File: config.mk
export PLATFORM = sky130hd
export DESIGN_NAME = power_up_config_loader
export DESIGN_NICKNAME = d
export VERILOG_FILES = /design/src/core/power_up_config_loader_pkg.sv /design/src/core/fixed_address_decoder.sv /design/src/core/power_up_config_loader.sv
export VERILOG_INCLUDE_DIRS = /design/src /design/src/core
export SDC_FILE = /design/constraint.sdc
export NUM_CORES = 1
export LEC_CHECK = 0
export ABC_AREA = 1
export BUFFER_PORTS_ARGS = -buffer_cell sky130_fd_sc_hd__buf_2
export CORE_AREA = 2 2 126 128
export CTS_CLUSTER_SIZE = 14
export DETAILED_ROUTE_END_ITERATION = 12
export DIE_AREA = 0 0 128 130
export PLACE_DENSITY = 0.7
export SLEW_MARGIN = 10
export SYNTH_ARGS = -nofsm -noshare
export SYNTH_HDL_FRONTEND = slang
export SYNTH_HIERARCHICAL = 1
export SYNTH_SLANG_ARGS = --single-unit
File: constraint.sdc
create_clock -name ref_clk_i -period 1.6 [get_ports ref_clk_i]
set_input_delay 0.32 -clock ref_clk_i [delete_from_list [all_inputs] [get_ports ref_clk_i]]
set_output_delay 0.32 -clock ref_clk_i [all_outputs]
set_load 0.005 [all_outputs]
File: src/core/power_up_config_loader_defines.svh
// Constants for the power-up sequencer and configuration loader.
`ifndef POWER_UP_CONFIG_LOADER_DEFINES_SVH
`define POWER_UP_CONFIG_LOADER_DEFINES_SVH
`define OSC_DIV_RATIO 4'h8
`define STARTUP_FREQ_HZ 1000000
`define OSC_FREQ_HZ 8000000
`define RESET_FETCH_ADDR 32'h0000_0000
`define FLASH_BASE 32'h0000_0000
`define SRAM_BASE 32'h2000_0000
`define BRIDGE_A_BASE 32'h4000_0000
`define BRIDGE_B_BASE 32'h4100_0000
`define BRIDGE_C_BASE 32'h4200_0000
`define BRIDGE_SPAN 32'h0001_0000
`define SRAM_SPAN 32'h0000_1000
`define FLASH_PAGE_BYTES 32'h0000_0040
`define FLASH_PAGES_LARGE 32'h0000_0100
`define FLASH_PAGES_SMALL 32'h0000_0080
`define USER_ROW_ADDR 32'h0080_4000
`define UR_BOOT_PROTECT_LSB 0
`define UR_EEPROM_LSB 4
`define UR_MBOD_LEVEL_LSB 8
`define UR_MBOD_EN_BIT 14
`define UR_MBOD_ACT_LSB 15
`define UR_CBOD_LSB 17
`define UR_WATCHDOG_EN_BIT 25
`define UR_WATCHDOG_AON_BIT 26
`define UR_WATCHDOG_PER_LSB 27
`define UR_WATCHDOG_WIN_LSB 31
`define UR_WATCHDOG_EWO_LSB 35
`define UR_WATCHDOG_WEN_BIT 39
`define UR_MBOD_HYST_BIT 40
`define UR_CBOD_HI_BIT 41
`define UR_LOCK_LSB 48
`define NUM_GCLK 8
// Slot of the watchdog generic clock among the enables; the value is arbitrary.
`define WATCHDOG_GCLK_IDX 2
`endif

File: src/core/power_up_config_loader_pkg.sv
// Types shared by the power-up sequencer files.
package power_up_config_loader_pkg;
  typedef enum logic [2:0] {
    ST_RESET,
    ST_CLK_START,
    ST_LOAD_REQ,
    ST_LOAD_WAIT,
    ST_RUN
  } seq_state_e;
  typedef struct packed {
    logic [2:0] boot_region_protect_size;
    logic [2:0] eeprom_size;
    logic [15:0] region_lock;
  } flash_cfg_s;
  typedef struct packed {
    logic [5:0] level;
    logic enable;
    logic [1:0] action;
    logic hysteresis;
  } mbod_cfg_s;
  typedef struct packed {
    logic enable;
    logic always_on;
    logic window_enable;
    logic [3:0] period;
    logic [3:0] window;
    logic [3:0] early_warning_offset;
  } watchdog_cfg_s;
  typedef struct packed {
    logic [7:0] low_bits;
    logic high_bit;
  } cbod_cfg_s;
  typedef enum logic [2:0] {
    REGION_FLASH,
    REGION_SRAM,
    REGION_BRIDGE_A,
    REGION_BRIDGE_B,
    REGION_BRIDGE_C,
    REGION_USER_ROW,
    REGION_NONE
  } region_e;
endpackage

File: src/core/fixed_address_decoder.sv
// Fixed, never remapped address decoder for the high-speed bus matrix.
`timescale 1ns/10ps
`default_nettype none
`include "power_up_config_loader_defines.svh"
module fixed_address_decoder #(
  parameter logic [31:0] FLASH_PAGES = `FLASH_PAGES_LARGE
) (
  input wire logic [31:0] addr_i,
  output logic [2:0] region_o
);
  localparam logic [31:0] FLASH_SPAN = FLASH_PAGES * `FLASH_PAGE_BYTES;

  // Pure combinational decode; no register can move any window.
  always_comb begin
    if (addr_i < `FLASH_BASE + FLASH_SPAN) begin
      region_o = power_up_config_loader_pkg::REGION_FLASH;
    end else if (addr_i >= `USER_ROW_ADDR && addr_i < `USER_ROW_ADDR + 32'h8) begin
      region_o = power_up_config_loader_pkg::REGION_USER_ROW;
    end else if (addr_i >= `SRAM_BASE && addr_i < `SRAM_BASE + `SRAM_SPAN) begin
      region_o = power_up_config_loader_pkg::REGION_SRAM;
    end else if (addr_i >= `BRIDGE_A_BASE && addr_i < `BRIDGE_A_BASE + `BRIDGE_SPAN) begin
      region_o = power_up_config_loader_pkg::REGION_BRIDGE_A;
    end else if (addr_i >= `BRIDGE_B_BASE && addr_i < `BRIDGE_B_BASE + `BRIDGE_SPAN) begin
      region_o = power_up_config_loader_pkg::REGION_BRIDGE_B;
    end else if (addr_i >= `BRIDGE_C_BASE && addr_i < `BRIDGE_C_BASE + `BRIDGE_SPAN) begin
      region_o = power_up_config_loader_pkg::REGION_BRIDGE_C;
    end else begin
      region_o = power_up_config_loader_pkg::REGION_NONE;
    end
  end
endmodule
`default_nettype wire

File: src/core/power_up_config_loader.sv
// Power-up sequencer that starts clocks, loads the user row and releases the CPU.
//
// Overview of operation
// Hold chip reset until the supply-stable flag is seen.
// After power is stable, divide the 8 MHz oscillator by eight for generator zero.
// Generator zero clocks the power manager unit after start-up.
// Running synchronous system clocks are undivided and fed from generator zero.
// Disable every generic clock at start-up except the watchdog one; the code also leaves generic clock 0 enabled.
// All I/O pads stay high impedance until configured.
// CPU fetches initial PC and SP from address zero, start of flash.
// Supply-on reset stays active always and resets the whole chip.
// Core-supply brown-out supervision starts only after start-up completes.
// Bus matrix decodes a fixed map, never remapped, even during boot.
// Flash at zero, SRAM 0x20000000, bridges 0x40000000 and 0x41000000, 64 KB each.
// Flash uses 64-byte pages; 256 pages large, 128 pages small variant.
// User configuration row is read automatically at power-on and distributed.
// User configuration row is readable by bus at 0x804000.
// New user row contents take effect only after the next reset.
// Row bits 2:0 give the boot region protect size to flash control.
// Row bits 6:4 give the EEPROM emulation area size.
// Main brown-out level bits 13:8, enable bit 14, action bits 16:15.
// Main brown-out hysteresis comes from row bit 40.
// Software rewriting the row keeps bits 24:17 and 41 unchanged.
// Watchdog enable bit 25, always-on bit 26, window enable bit 39.
// Watchdog period bits 30:27, window bits 34:31, warning offset bits 38:35.
// Row bits 63:48 give one flash region lock bit per region.
// Reserved row bits 3, 7 and 47:42 are ignored and routed nowhere.
`timescale 1ns/10ps
`default_nettype none
`include "power_up_config_loader_defines.svh"
module power_up_config_loader #(
  parameter logic [31:0] FLASH_PAGES = `FLASH_PAGES_LARGE,
  parameter int NUM_PADS = 16
) (
  input wire logic ref_clk_i,
  input wire logic rst_b_i,
  input wire logic internal_8mhz_oscillator_i,
  input wire logic supply_stable_i,
  input wire logic main_supply_below_threshold_i,
  output logic user_row_rd_req_o,
  input wire logic user_row_rd_ack_i,
  input wire logic [63:0] user_row_rd_data_i,
  input wire logic [31:0] bus_addr_i,
  input wire logic bus_rd_i,
  output logic [31:0] bus_rd_data_o,
  output logic [2:0] bus_region_o,
  output logic chip_reset_b_o,
  output logic cpu_reset_b_o,
  output logic [31:0] cpu_reset_addr_o,
  output logic gclk0_o,
  output logic [`NUM_GCLK-1:0] gclk_enable_o,
  output logic power_manager_unit_clk_o,
  output logic [3:0] sys_clk_div_o,
  output logic [NUM_PADS-1:0] pad_oe_o,
  output logic core_supply_brownout_detector_en_o,
  output logic startup_done_o,
  output power_up_config_loader_pkg::flash_cfg_s flash_cfg_o,
  output power_up_config_loader_pkg::mbod_cfg_s mbod_cfg_o,
  output power_up_config_loader_pkg::watchdog_cfg_s watchdog_cfg_o,
  output power_up_config_loader_pkg::cbod_cfg_s cbod_cfg_o,
  output logic [31:0] flash_pages_o,
  output logic [31:0] flash_page_bytes_o
);
  power_up_config_loader_pkg::seq_state_e state_ff, nxt_state;
  logic [1:0] div_cnt_ff;
  logic gclk0_ff;
  logic osc_prev_ff;
  logic [63:0] row_ff;
  logic rd_req_ff;
  logic [31:0] bus_rd_data_ff;
  logic chip_rst_b;

  // The supply-on monitor resets everything, independent of any sleep state.
  assign chip_rst_b = rst_b_i & ~main_supply_below_threshold_i;

  // Sequencer: reset, clock start, row load, then run.
  always_comb begin
    nxt_state = state_ff;
    case (state_ff)
      power_up_config_loader_pkg::ST_RESET: begin
        if (supply_stable_i) begin
          nxt_state = power_up_config_loader_pkg::ST_CLK_START;
        end
      end
      power_up_config_loader_pkg::ST_CLK_START: begin
        nxt_state = power_up_config_loader_pkg::ST_LOAD_REQ;
      end
      power_up_config_loader_pkg::ST_LOAD_REQ: begin
        nxt_state = power_up_config_loader_pkg::ST_LOAD_WAIT;
      end
      power_up_config_loader_pkg::ST_LOAD_WAIT: begin
        if (user_row_rd_ack_i) begin
          nxt_state = power_up_config_loader_pkg::ST_RUN;
        end
      end
      power_up_config_loader_pkg::ST_RUN: begin
        nxt_state = power_up_config_loader_pkg::ST_RUN;
      end
      default: begin
        nxt_state = power_up_config_loader_pkg::ST_RESET;
      end
    endcase
    if (!supply_stable_i) begin
      nxt_state = power_up_config_loader_pkg::ST_RESET;
    end
  end

  // State register.
  always_ff @(posedge ref_clk_i) begin
    if (!chip_rst_b) begin
      state_ff <= power_up_config_loader_pkg::ST_RESET;
    end else begin
      state_ff <= nxt_state;
    end
  end

  // Divide the oscillator by eight: toggle every fourth rising edge.
  always_ff @(posedge ref_clk_i) begin
    if (!chip_rst_b || state_ff == power_up_config_loader_pkg::ST_RESET) begin
      // Follow the pin level so that leaving reset counts no false edge.
      osc_prev_ff <= internal_8mhz_oscillator_i;
      div_cnt_ff <= 2'h0;
      gclk0_ff <= 1'b0;
    end else begin
      osc_prev_ff <= internal_8mhz_oscillator_i;
      if (internal_8mhz_oscillator_i && !osc_prev_ff) begin
        div_cnt_ff <= div_cnt_ff + 2'h1;
        if (div_cnt_ff == 2'h3) begin
          gclk0_ff <= ~gclk0_ff;
        end
      end
    end
  end

  // Row capture happens only in the load phase, so later row writes wait for reset.
  always_ff @(posedge ref_clk_i) begin
    if (!chip_rst_b) begin
      row_ff <= 64'h0;
      rd_req_ff <= 1'b0;
    end else begin
      rd_req_ff <= (nxt_state == power_up_config_loader_pkg::ST_LOAD_WAIT) &&
                   (state_ff != power_up_config_loader_pkg::ST_RUN) && !user_row_rd_ack_i;
      if (state_ff == power_up_config_loader_pkg::ST_LOAD_WAIT && user_row_rd_ack_i) begin
        row_ff <= user_row_rd_data_i;
      end
    end
  end

  // Distribute the captured row fields; reserved bits are not used.
  always_comb begin
    flash_cfg_o.boot_region_protect_size = row_ff[`UR_BOOT_PROTECT_LSB +: 3];
    flash_cfg_o.eeprom_size = row_ff[`UR_EEPROM_LSB +: 3];
    flash_cfg_o.region_lock = row_ff[`UR_LOCK_LSB +: 16];
    mbod_cfg_o.level = row_ff[`UR_MBOD_LEVEL_LSB +: 6];
    mbod_cfg_o.enable = row_ff[`UR_MBOD_EN_BIT];
    mbod_cfg_o.action = row_ff[`UR_MBOD_ACT_LSB +: 2];
    mbod_cfg_o.hysteresis = row_ff[`UR_MBOD_HYST_BIT];
    watchdog_cfg_o.enable = row_ff[`UR_WATCHDOG_EN_BIT];
    watchdog_cfg_o.always_on = row_ff[`UR_WATCHDOG_AON_BIT];
    watchdog_cfg_o.window_enable = row_ff[`UR_WATCHDOG_WEN_BIT];
    watchdog_cfg_o.period = row_ff[`UR_WATCHDOG_PER_LSB +: 4];
    watchdog_cfg_o.window = row_ff[`UR_WATCHDOG_WIN_LSB +: 4];
    watchdog_cfg_o.early_warning_offset = row_ff[`UR_WATCHDOG_EWO_LSB +: 4];
    cbod_cfg_o.low_bits = row_ff[`UR_CBOD_LSB +: 8];
    cbod_cfg_o.high_bit = row_ff[`UR_CBOD_HI_BIT];
  end
  // Bits 3, 7 and 47:42 of row_ff feed no output.

  // Bus read path; the user row word is returned from the live row input.
  fixed_address_decoder #(
    .FLASH_PAGES(FLASH_PAGES)
  ) i_fixed_address_decoder (
    .addr_i(bus_addr_i),
    .region_o(bus_region_o)
  );

  // Read data register for the user row window, two words at 0x804000 and 0x804004.
  always_ff @(posedge ref_clk_i) begin
    if (!chip_rst_b) begin
      bus_rd_data_ff <= 32'h0;
    end else if (bus_rd_i &&
                 bus_region_o == power_up_config_loader_pkg::REGION_USER_ROW) begin
      bus_rd_data_ff <= bus_addr_i[2] ? user_row_rd_data_i[63:32]
                                      : user_row_rd_data_i[31:0];
    end else begin
      bus_rd_data_ff <= 32'h0;
    end
  end

  assign bus_rd_data_o = bus_rd_data_ff;
  assign user_row_rd_req_o = rd_req_ff;
  assign chip_reset_b_o = chip_rst_b && state_ff != power_up_config_loader_pkg::ST_RESET;
  assign startup_done_o = state_ff == power_up_config_loader_pkg::ST_RUN;
  assign cpu_reset_b_o = startup_done_o;
  assign cpu_reset_addr_o = `RESET_FETCH_ADDR;
  assign gclk0_o = gclk0_ff;
  assign power_manager_unit_clk_o = gclk0_ff;
  assign sys_clk_div_o = 4'h1;
  assign pad_oe_o = '0;
  assign core_supply_brownout_detector_en_o = startup_done_o;
  assign flash_pages_o = FLASH_PAGES;
  assign flash_page_bytes_o = `FLASH_PAGE_BYTES;

  // Only generator zero and the watchdog clock run after start-up.
  always_comb begin
    gclk_enable_o = '0;
    if (state_ff != power_up_config_loader_pkg::ST_RESET) begin
      gclk_enable_o[0] = 1'b1;
      gclk_enable_o[`WATCHDOG_GCLK_IDX] = 1'b1;
    end
  end
endmodule
`default_nettype wire

==> key figures, run 1 <==
Run status
  • Status: finished with violations
  • Violated checks: setup timing

Die
  • Initial Utilization: 33.6%
  • Die X: 128 um
  • Num rows: 46
  • Total die area: 0.0166 mm^2
  • Number of primary I/O pins: 325
  • Vert. Die Dim: 130 um
  • Core area: 0.0154 mm^2

Worst setup path
  • Crit path depth: 9
  • R2R depth: 6
  • CP startpoint kind: input port
  • CP Class: input port to output port
  • WP buf/inv: 3
  • Setup crit end kind: output port
  • Slowest CP cell: nor3_2
  • WP data required: 1280 ps
  • CP max FO: 4
  • CP top delay family: simple AND/OR/NAND/NOR gates
  • Critical-path cell list: buf_6, nor2_4, nand2_2, nor3_2, nand2_2, buf_6, nand3_2, nor2_2, buf_2
  • Crit path largest cell delay: 200 ps
  • Arrival time of the worst setup path: 1300 ps

Routing
  • Drt via density: 4.14
  • DR vias: 4727
  • Post-route ant nets: 0
  • DR iter-0 viols: 250
  • Post-Route WL: 13600 um
  • Pre-antenna DRT Iters: 4
  • Wire per inst: 11.9 um
  • Remaining DRCs: 0

Logic synthesis
  • Synth Register Bits: 96
  • Post-synth EDFFs: 0
  • Synthesis Warnings: 6
  • Post-synthesis sequential area ratio: 37.1%
  • Largest cells by area after synthesis: dfxtp_1 (37%), buf_4 (18%), nor2_1 (15%)
  • Post-synth top cells: nor2_1 (208), buf_4 (127), dfxtp_1 (96)
  • Yosys top cell by area: dfxtp_1
  • Most used flip-flop cell after synthesis: dfxtp_1
  • Share of synthesized registers carrying an async set or reset: 0%
  • Cell variety after synth: 28
  • Post-Syn Area per Cell: 6.84 um^2
  • Share of the synthesized area in the top cell type: 37.1%
  • Cell with the most instances after synthesis: nor2_1
  • Syn Std Cell Area: 0.00518 mm^2
  • Cells after Synth: 757

Pwr
  • Logic gate share of total power: 11.0%
  • Max VDD drop: 401 uV
  • Switching share of power: 25.9%
  • Internal: 3.85 mW
  • Overall power: 5.20 mW
  • Clock network power share: 43.0%
  • Flop pwr share: 46.0%
  • Psw: 1.35 mW
  • Power per cell area: 815 mW/mm^2
  • Leakage: 3.42 nW

Global route
  • Overflow after GRT: 0
  • Vias in the first global route: 3820
  • First-pass GRT wire length: 19400 um
  • Largest net degree at the start of global routing: 57
  • GRT Util Overall: 15.0%
  • Initial antenna violation count: 0

Cells and area
  • Proportion of layout cells with a drive suffix above 1: 29.1%
  • Final net count: 1049
  • Non-filler cells, final: 1142
  • Filler Cell Count: 1638
  • Layout area overhead: 23.4%
  • Core Util, Final: 41.4%
  • Diodes inserted: 0
  • Finished Cell Area: 0.00638 mm^2

Flow run
  • Maxcap violations: 0

Place
  • Port bufs: 200
  • Final Wtd Congestion: 0.816
  • Pre-CTS setup slack: -233 ps
  • HPWL Detailed: 10300 um
  • Placed instance count: 1127
  • Placed inst area: 0.00594 mm^2

Clock tree
  • H-tree Lvls: 3
  • Setup Buffers After CTS: 0
  • CTS tree: done
  • Clk root buf: clkbuf_16
  • Max clock buf depth: 2
  • Worst skew pair latency: 350 ps
  • CTS Buf Count: 9
  • Count of clock tree sinks: 96
  • Reg clk slew, reported paths: 70 ps

STA
  • Worst hold slack: 89.6 ps
  • RSZ-0062 raised after global routing: yes
  • Final Max Tran Viols: 0
  • Setup violations, final: 1
  • Final Skew: 7.93 ps
  • Worst Slack Setup Final: -22.2 ps
  • Final min period: 1620 ps
  • Fmax: 616 MHz
  • Period Utilization, post-route: 101%
  • Final hold vios: 0
  • Setup TNS: -22.2 ps

Hold path
  • Worst min-delay path class: input port to flip-flop
  • Hold Path Depth: 1
[path summary, 6_finish.rpt]
kind	end	slack [ps]	startpoint
min	osc_prev_ff	90	internal_8mhz_oscillator_i
min reg2reg	div_cnt_ff[1]	480	div_cnt_ff[1]
max	bus_region_o[2]	-20	bus_addr_i[26]
max reg2reg	row_ff[8]	360	state_ff[1]
[final cells by class]
class / instances / area [um^2] / share of cell area (%)
Clock buffer: 9 / 225 / 3.53
Inverter: 84 / 315 / 4.94
Timing Repair Buffer: 218 / 1260 / 19.7
Tap cell: 192 / 240 / 3.76
Clock inverter: 7 / 87.6 / 1.37
Sequential cell: 96 / 1930 / 30.2
Multi-Input combinational cell: 536 / 2330 / 36.5
[registers in the layout, indices dropped and copies added, names as in the netlist]
name               count
state_ff               3
user_row_rd_req_o      1
osc_prev_ff            1
row_ff                56
bus_rd_data_o         32
gclk0_o                1
div_cnt_ff             2
[repair_timing]
action                                  in CTS  in global routing
cloned                                       0                  0
resized for setup                           24                 21
pin swaps                                   13                 14
endpoints found under the setup margin       4                 17
hold buffers                                 0                  0
[power groups by stage]
stage          Clock (mW)  Sequential (mW)  Combinational, mW
2_1_floorplan           0             2.45              0.515
3_3_place_gp            0             2.45              0.530
3_5_place_dp            0             2.45              0.532
4_1_cts              2.29             2.39              0.553
5_1_grt              2.39             2.39              0.645
6_report             2.24             2.39              0.572
[cells by family after synthesis]
family	Yosys count	share of synthesized area, %
fa+ha+maj	1	0.242
xor+xnor	1	0.169
flops	96	37.1
buf+inv	245	28.6
other cells	2	0.145
simple gates	376	30.1
compound gates	36	3.63
[per-layer routing]
metal | share of wire [%] | vias to the layer above | global-route usage (%) | routed length (um)
li1 | - | 2415 | - | -
met1 | 41 | 2089 | 17.5 | 5510
met2 | 51 | 212 | 27.2 | 6920
met3 | 7.1 | 11 | 3.40 | 962
met4 | 1.4 | 0 | 4.78 | 189
met5 | 0 | - | 0 | 0
[cell usage in the layout, fill, tap and decap left out, drive strengths merged, types with 2 or more instances in the layout]
cell and instances:
clkinvlp 2, nor3 2, inv 87, buf 218, nand2 85, a21oi 31
conb 122, nor2 213, o21ai 2, dfxtp 96, nand4 4, clkbuf 9
nand3 68, o21a 2
[worst reg2reg max path, delay by kind of cell (launching register included)]
family	cells	cell delay [ps]
buf+inv	1	240
simple gates	5	520
flops	1	380
Power figures use the tool's default switching activity.
==> run 2, diff against run 1 <==
--- a/config.mk
+++ b/config.mk
@@ -6,13 +6,13 @@
 export SDC_FILE = /design/constraint.sdc
 export NUM_CORES = 1
 export LEC_CHECK = 0
-export ABC_AREA = 1
+export ABC_AREA = 0
 export BUFFER_PORTS_ARGS = -buffer_cell sky130_fd_sc_hd__buf_2
-export CORE_AREA = 2 2 126 128
+export CORE_AREA = 2 2 128 130
 export CTS_CLUSTER_SIZE = 14
 export DETAILED_ROUTE_END_ITERATION = 12
-export DIE_AREA = 0 0 128 130
-export PLACE_DENSITY = 0.7
+export DIE_AREA = 0 0 130 132
+export PLACE_DENSITY = 0.63
 export SLEW_MARGIN = 10
 export SYNTH_ARGS = -nofsm -noshare
 export SYNTH_HDL_FRONTEND = slang
==> run 2 against run 1 <==
  * Final cell count is 17% lower
  * Worst hold slack better by 11 ps
  * Clock power is 8.9% higher
  * Design area is 11% lower
  * Critical path depth is 3 lower
  * Register-to-register slack worse by 140 ps
  * The run still ends with setup timing left
  * Combinational power is 31% lower
  * Synthesized cell count is 30% lower
==> key figures, run 2 <==
Pwr
  • Leakage: 2.82 nW
  • Logic gate share of total power: 7.5%
  • Internal: 4.09 mW
  • Max VDD drop: 445 uV
  • Overall power: 5.22 mW
  • Clock network power share: 46.7%
  • Psw: 1.13 mW
  • Power per cell area: 916 mW/mm^2
  • Switching share of power: 21.7%
  • Flop pwr share: 45.8%

Logic synthesis
  • Post-synthesis sequential area ratio: 42.7%
  • Yosys top cell by area: dfxtp_1
  • Post-Syn Area per Cell: 8.45 um^2
  • Post-synth EDFFs: 0
  • Share of synthesized registers carrying an async set or reset: 0%
  • Post-synth top cells: buf_4 (127), nand2_1 (114), dfxtp_1 (96)
  • Cell variety after synth: 35
  • Cell with the most instances after synthesis: buf_4
  • Synthesis Warnings: 6
  • Synth Register Bits: 96
  • Largest cells by area after synthesis: dfxtp_1 (43%), buf_4 (21%), nand2_1 (9.5%)
  • Syn Std Cell Area: 0.00450 mm^2
  • Most used flip-flop cell after synthesis: dfxtp_1
  • Share of the synthesized area in the top cell type: 42.7%
  • Cells after Synth: 533

Die
  • Num rows: 46
  • Core area: 0.0157 mm^2
  • Initial Utilization: 28.7%
  • Die X: 130 um
  • Vert. Die Dim: 132 um
  • Number of primary I/O pins: 325
  • Total die area: 0.0172 mm^2

Flow run
  • Maxcap violations: 0

Cells and area
  • Proportion of layout cells with a drive suffix above 1: 33.7%
  • Commonest non-fill, non-tap cell in the layout: buf_2
  • Register bank with the most flops: row_ff
  • Layout area overhead: 26.6%
  • Non-filler cells, final: 950
  • Multi-input gate area: 0.00198 mm^2
  • Max reg flops: 56
  • Commonest non-fill, non-tap cells in the layout: buf_2 (198), conb_1 (122), nand2_1 (113)
  • Core Util, Final: 36.3%
  • Filler Cell Count: 1728
  • Finished Cell Area: 0.00570 mm^2
  • Final net count: 833
  • Diodes inserted: 0
  • FF/Latch Area: 0.00192 mm^2

STA
  • Final hold vios: 0
  • Setup violations, final: 36
  • Final Max Tran Viols: 0
  • Final min period: 2040 ps
  • Setup TNS: -12410 ps
  • Fmax: 489 MHz
  • Final Skew: 9.01 ps
  • Worst Slack Setup Final: -444 ps
  • Period Utilization, post-route: 128%
  • RSZ-0062 raised after global routing: yes

Place
  • Final Wtd Congestion: 0.800
  • HPWL Detailed: 8650 um
  • Placed inst area: 0.00529 mm^2
  • Port bufs: 200
  • Placed instance count: 931

Worst setup path
  • CP max FO: 3
  • WP buf/inv: 2
  • CP top delay family: simple AND/OR/NAND/NOR gates
  • Crit path largest cell delay: 440 ps
  • CP Class: input port to output port
  • WP data required: 1280 ps
  • Arrival time of the worst setup path: 1720 ps
  • Setup crit end kind: output port
  • Critical-path cell list: buf_6, or3_4, or4_4, or2_1, a2bb2oi_2, buf_2
  • Slowest CP cell: or4_4
  • CP startpoint kind: input port

Global route
  • Vias in the first global route: 3266
  • Initial antenna violation count: 0
  • First-pass GRT wire length: 17400 um
  • GRT Util Overall: 13.3%
  • Overflow after GRT: 0
  • Largest net degree at the start of global routing: 58

Clock tree
  • Reg clk slew, reported paths: 70 ps
  • Count of clock tree sinks: 96
  • Clk root buf: clkbuf_16
  • CTS Buf Count: 9
  • Max clock buf depth: 2
  • CTS Hold Bufs: 0
  • Worst skew pair latency: 340 ps
  • H-tree Lvls: 3
  • CTS tree: done

Run status
  • Violated checks: setup timing
  • Status: finished with violations

Routing
  • Wire per inst: 12.6 um
  • DR vias: 3804
  • Post-route ant nets: 0
  • DR iter-0 viols: 111
  • Drt via density: 4.00
  • Post-Route WL: 12000 um
  • Pre-antenna DRT Iters: 4
  • Remaining DRCs: 0

Hold path
  • Worst min-delay path class: input port to flip-flop
-- run 2: cell types whose count changed after synthesis, sizes merged, moves of 3 or more --
cell   change
nor2     -172
inv       -83
nand3     -66
mux2i     +33
nand2     +29
a21oi     +28
buf        -8
nor4b      +4
nor4       +3
-- run 2: logic make-up (layout without fill, tap and decap cells) --
logic type	Yosys count	in the layout	synth area share [%]
compound gates	64	64	7.61
simple gates	183	183	17.3
mux	33	33	7.33
fa+ha+maj	1	1	0.278
buf+inv	152	233	24.3
flops	96	96	42.7
other cells	2	122	0.167
xor+xnor	2	2	0.389
-- run 2: what timing repair did --
item,in CTS,in global routing
resized for setup,10,5
buffers inserted,2,1
pin swaps,3,2
endpoints found under the setup margin,36,39
-- run 2: cell type report --
cell class | count | area share [%]
clock buffers | 11 | 4.08
clock inverters | 5 | 1.82
inverters | 1 | 0.0658
multi-input cells | 405 | 34.8
flip-flops and latches | 96 | 33.7
well taps | 216 | 4.74
repair buffers | 216 | 20.8
-- run 2: metal layers --
| metal | wire [um] | track usage (%) | vias to the layer above |
|---|---|---|---|
| met5 | 0 | 0 | - |
| met4 | 172 | 5.20 | 0 |
| met3 | 1210 | 4.14 | 12 |
| met2 | 5770 | 22.7 | 183 |
| met1 | 4850 | 15.3 | 1740 |
| li1 | - | - | 1869 |
-- run 2: power by group through the flow --
| stage | Clock (mW) | Sequential [mW] | Combinational [mW] |
|---|---|---|---|
| CTS | 2.52 | 2.39 | 0.387 |
| finish | 2.44 | 2.39 | 0.393 |
| global route | 2.61 | 2.39 | 0.438 |
| floorplan | 0 | 2.45 | 0.396 |
| global placement | 0 | 2.45 | 0.377 |
| detailed placement | 0 | 2.45 | 0.376 |
-- run 2: per-stage QoR --
step	hold slack, ps	worst slack (ps)
after floorplan	348	-523
after global placement	439	-696
after detailed placement	443	-743
after CTS	81.4	-442
after global routing	86.8	-491
final	100	-444
-- run 2: worst paths after layout --
kind | startpoint | depth (start not counted) | slack (ps) | to
worst max register to register | state_ff[2] | 5 | 220 | row_ff[20]
worst max-delay path | bus_addr_i[27] | 6 | -440 | bus_region_o[2]
worst min register to register | row_ff[13] | 2 | 450 | row_ff[13]
worst min-delay path | internal_8mhz_oscillator_i | 1 | 100 | osc_prev_ff
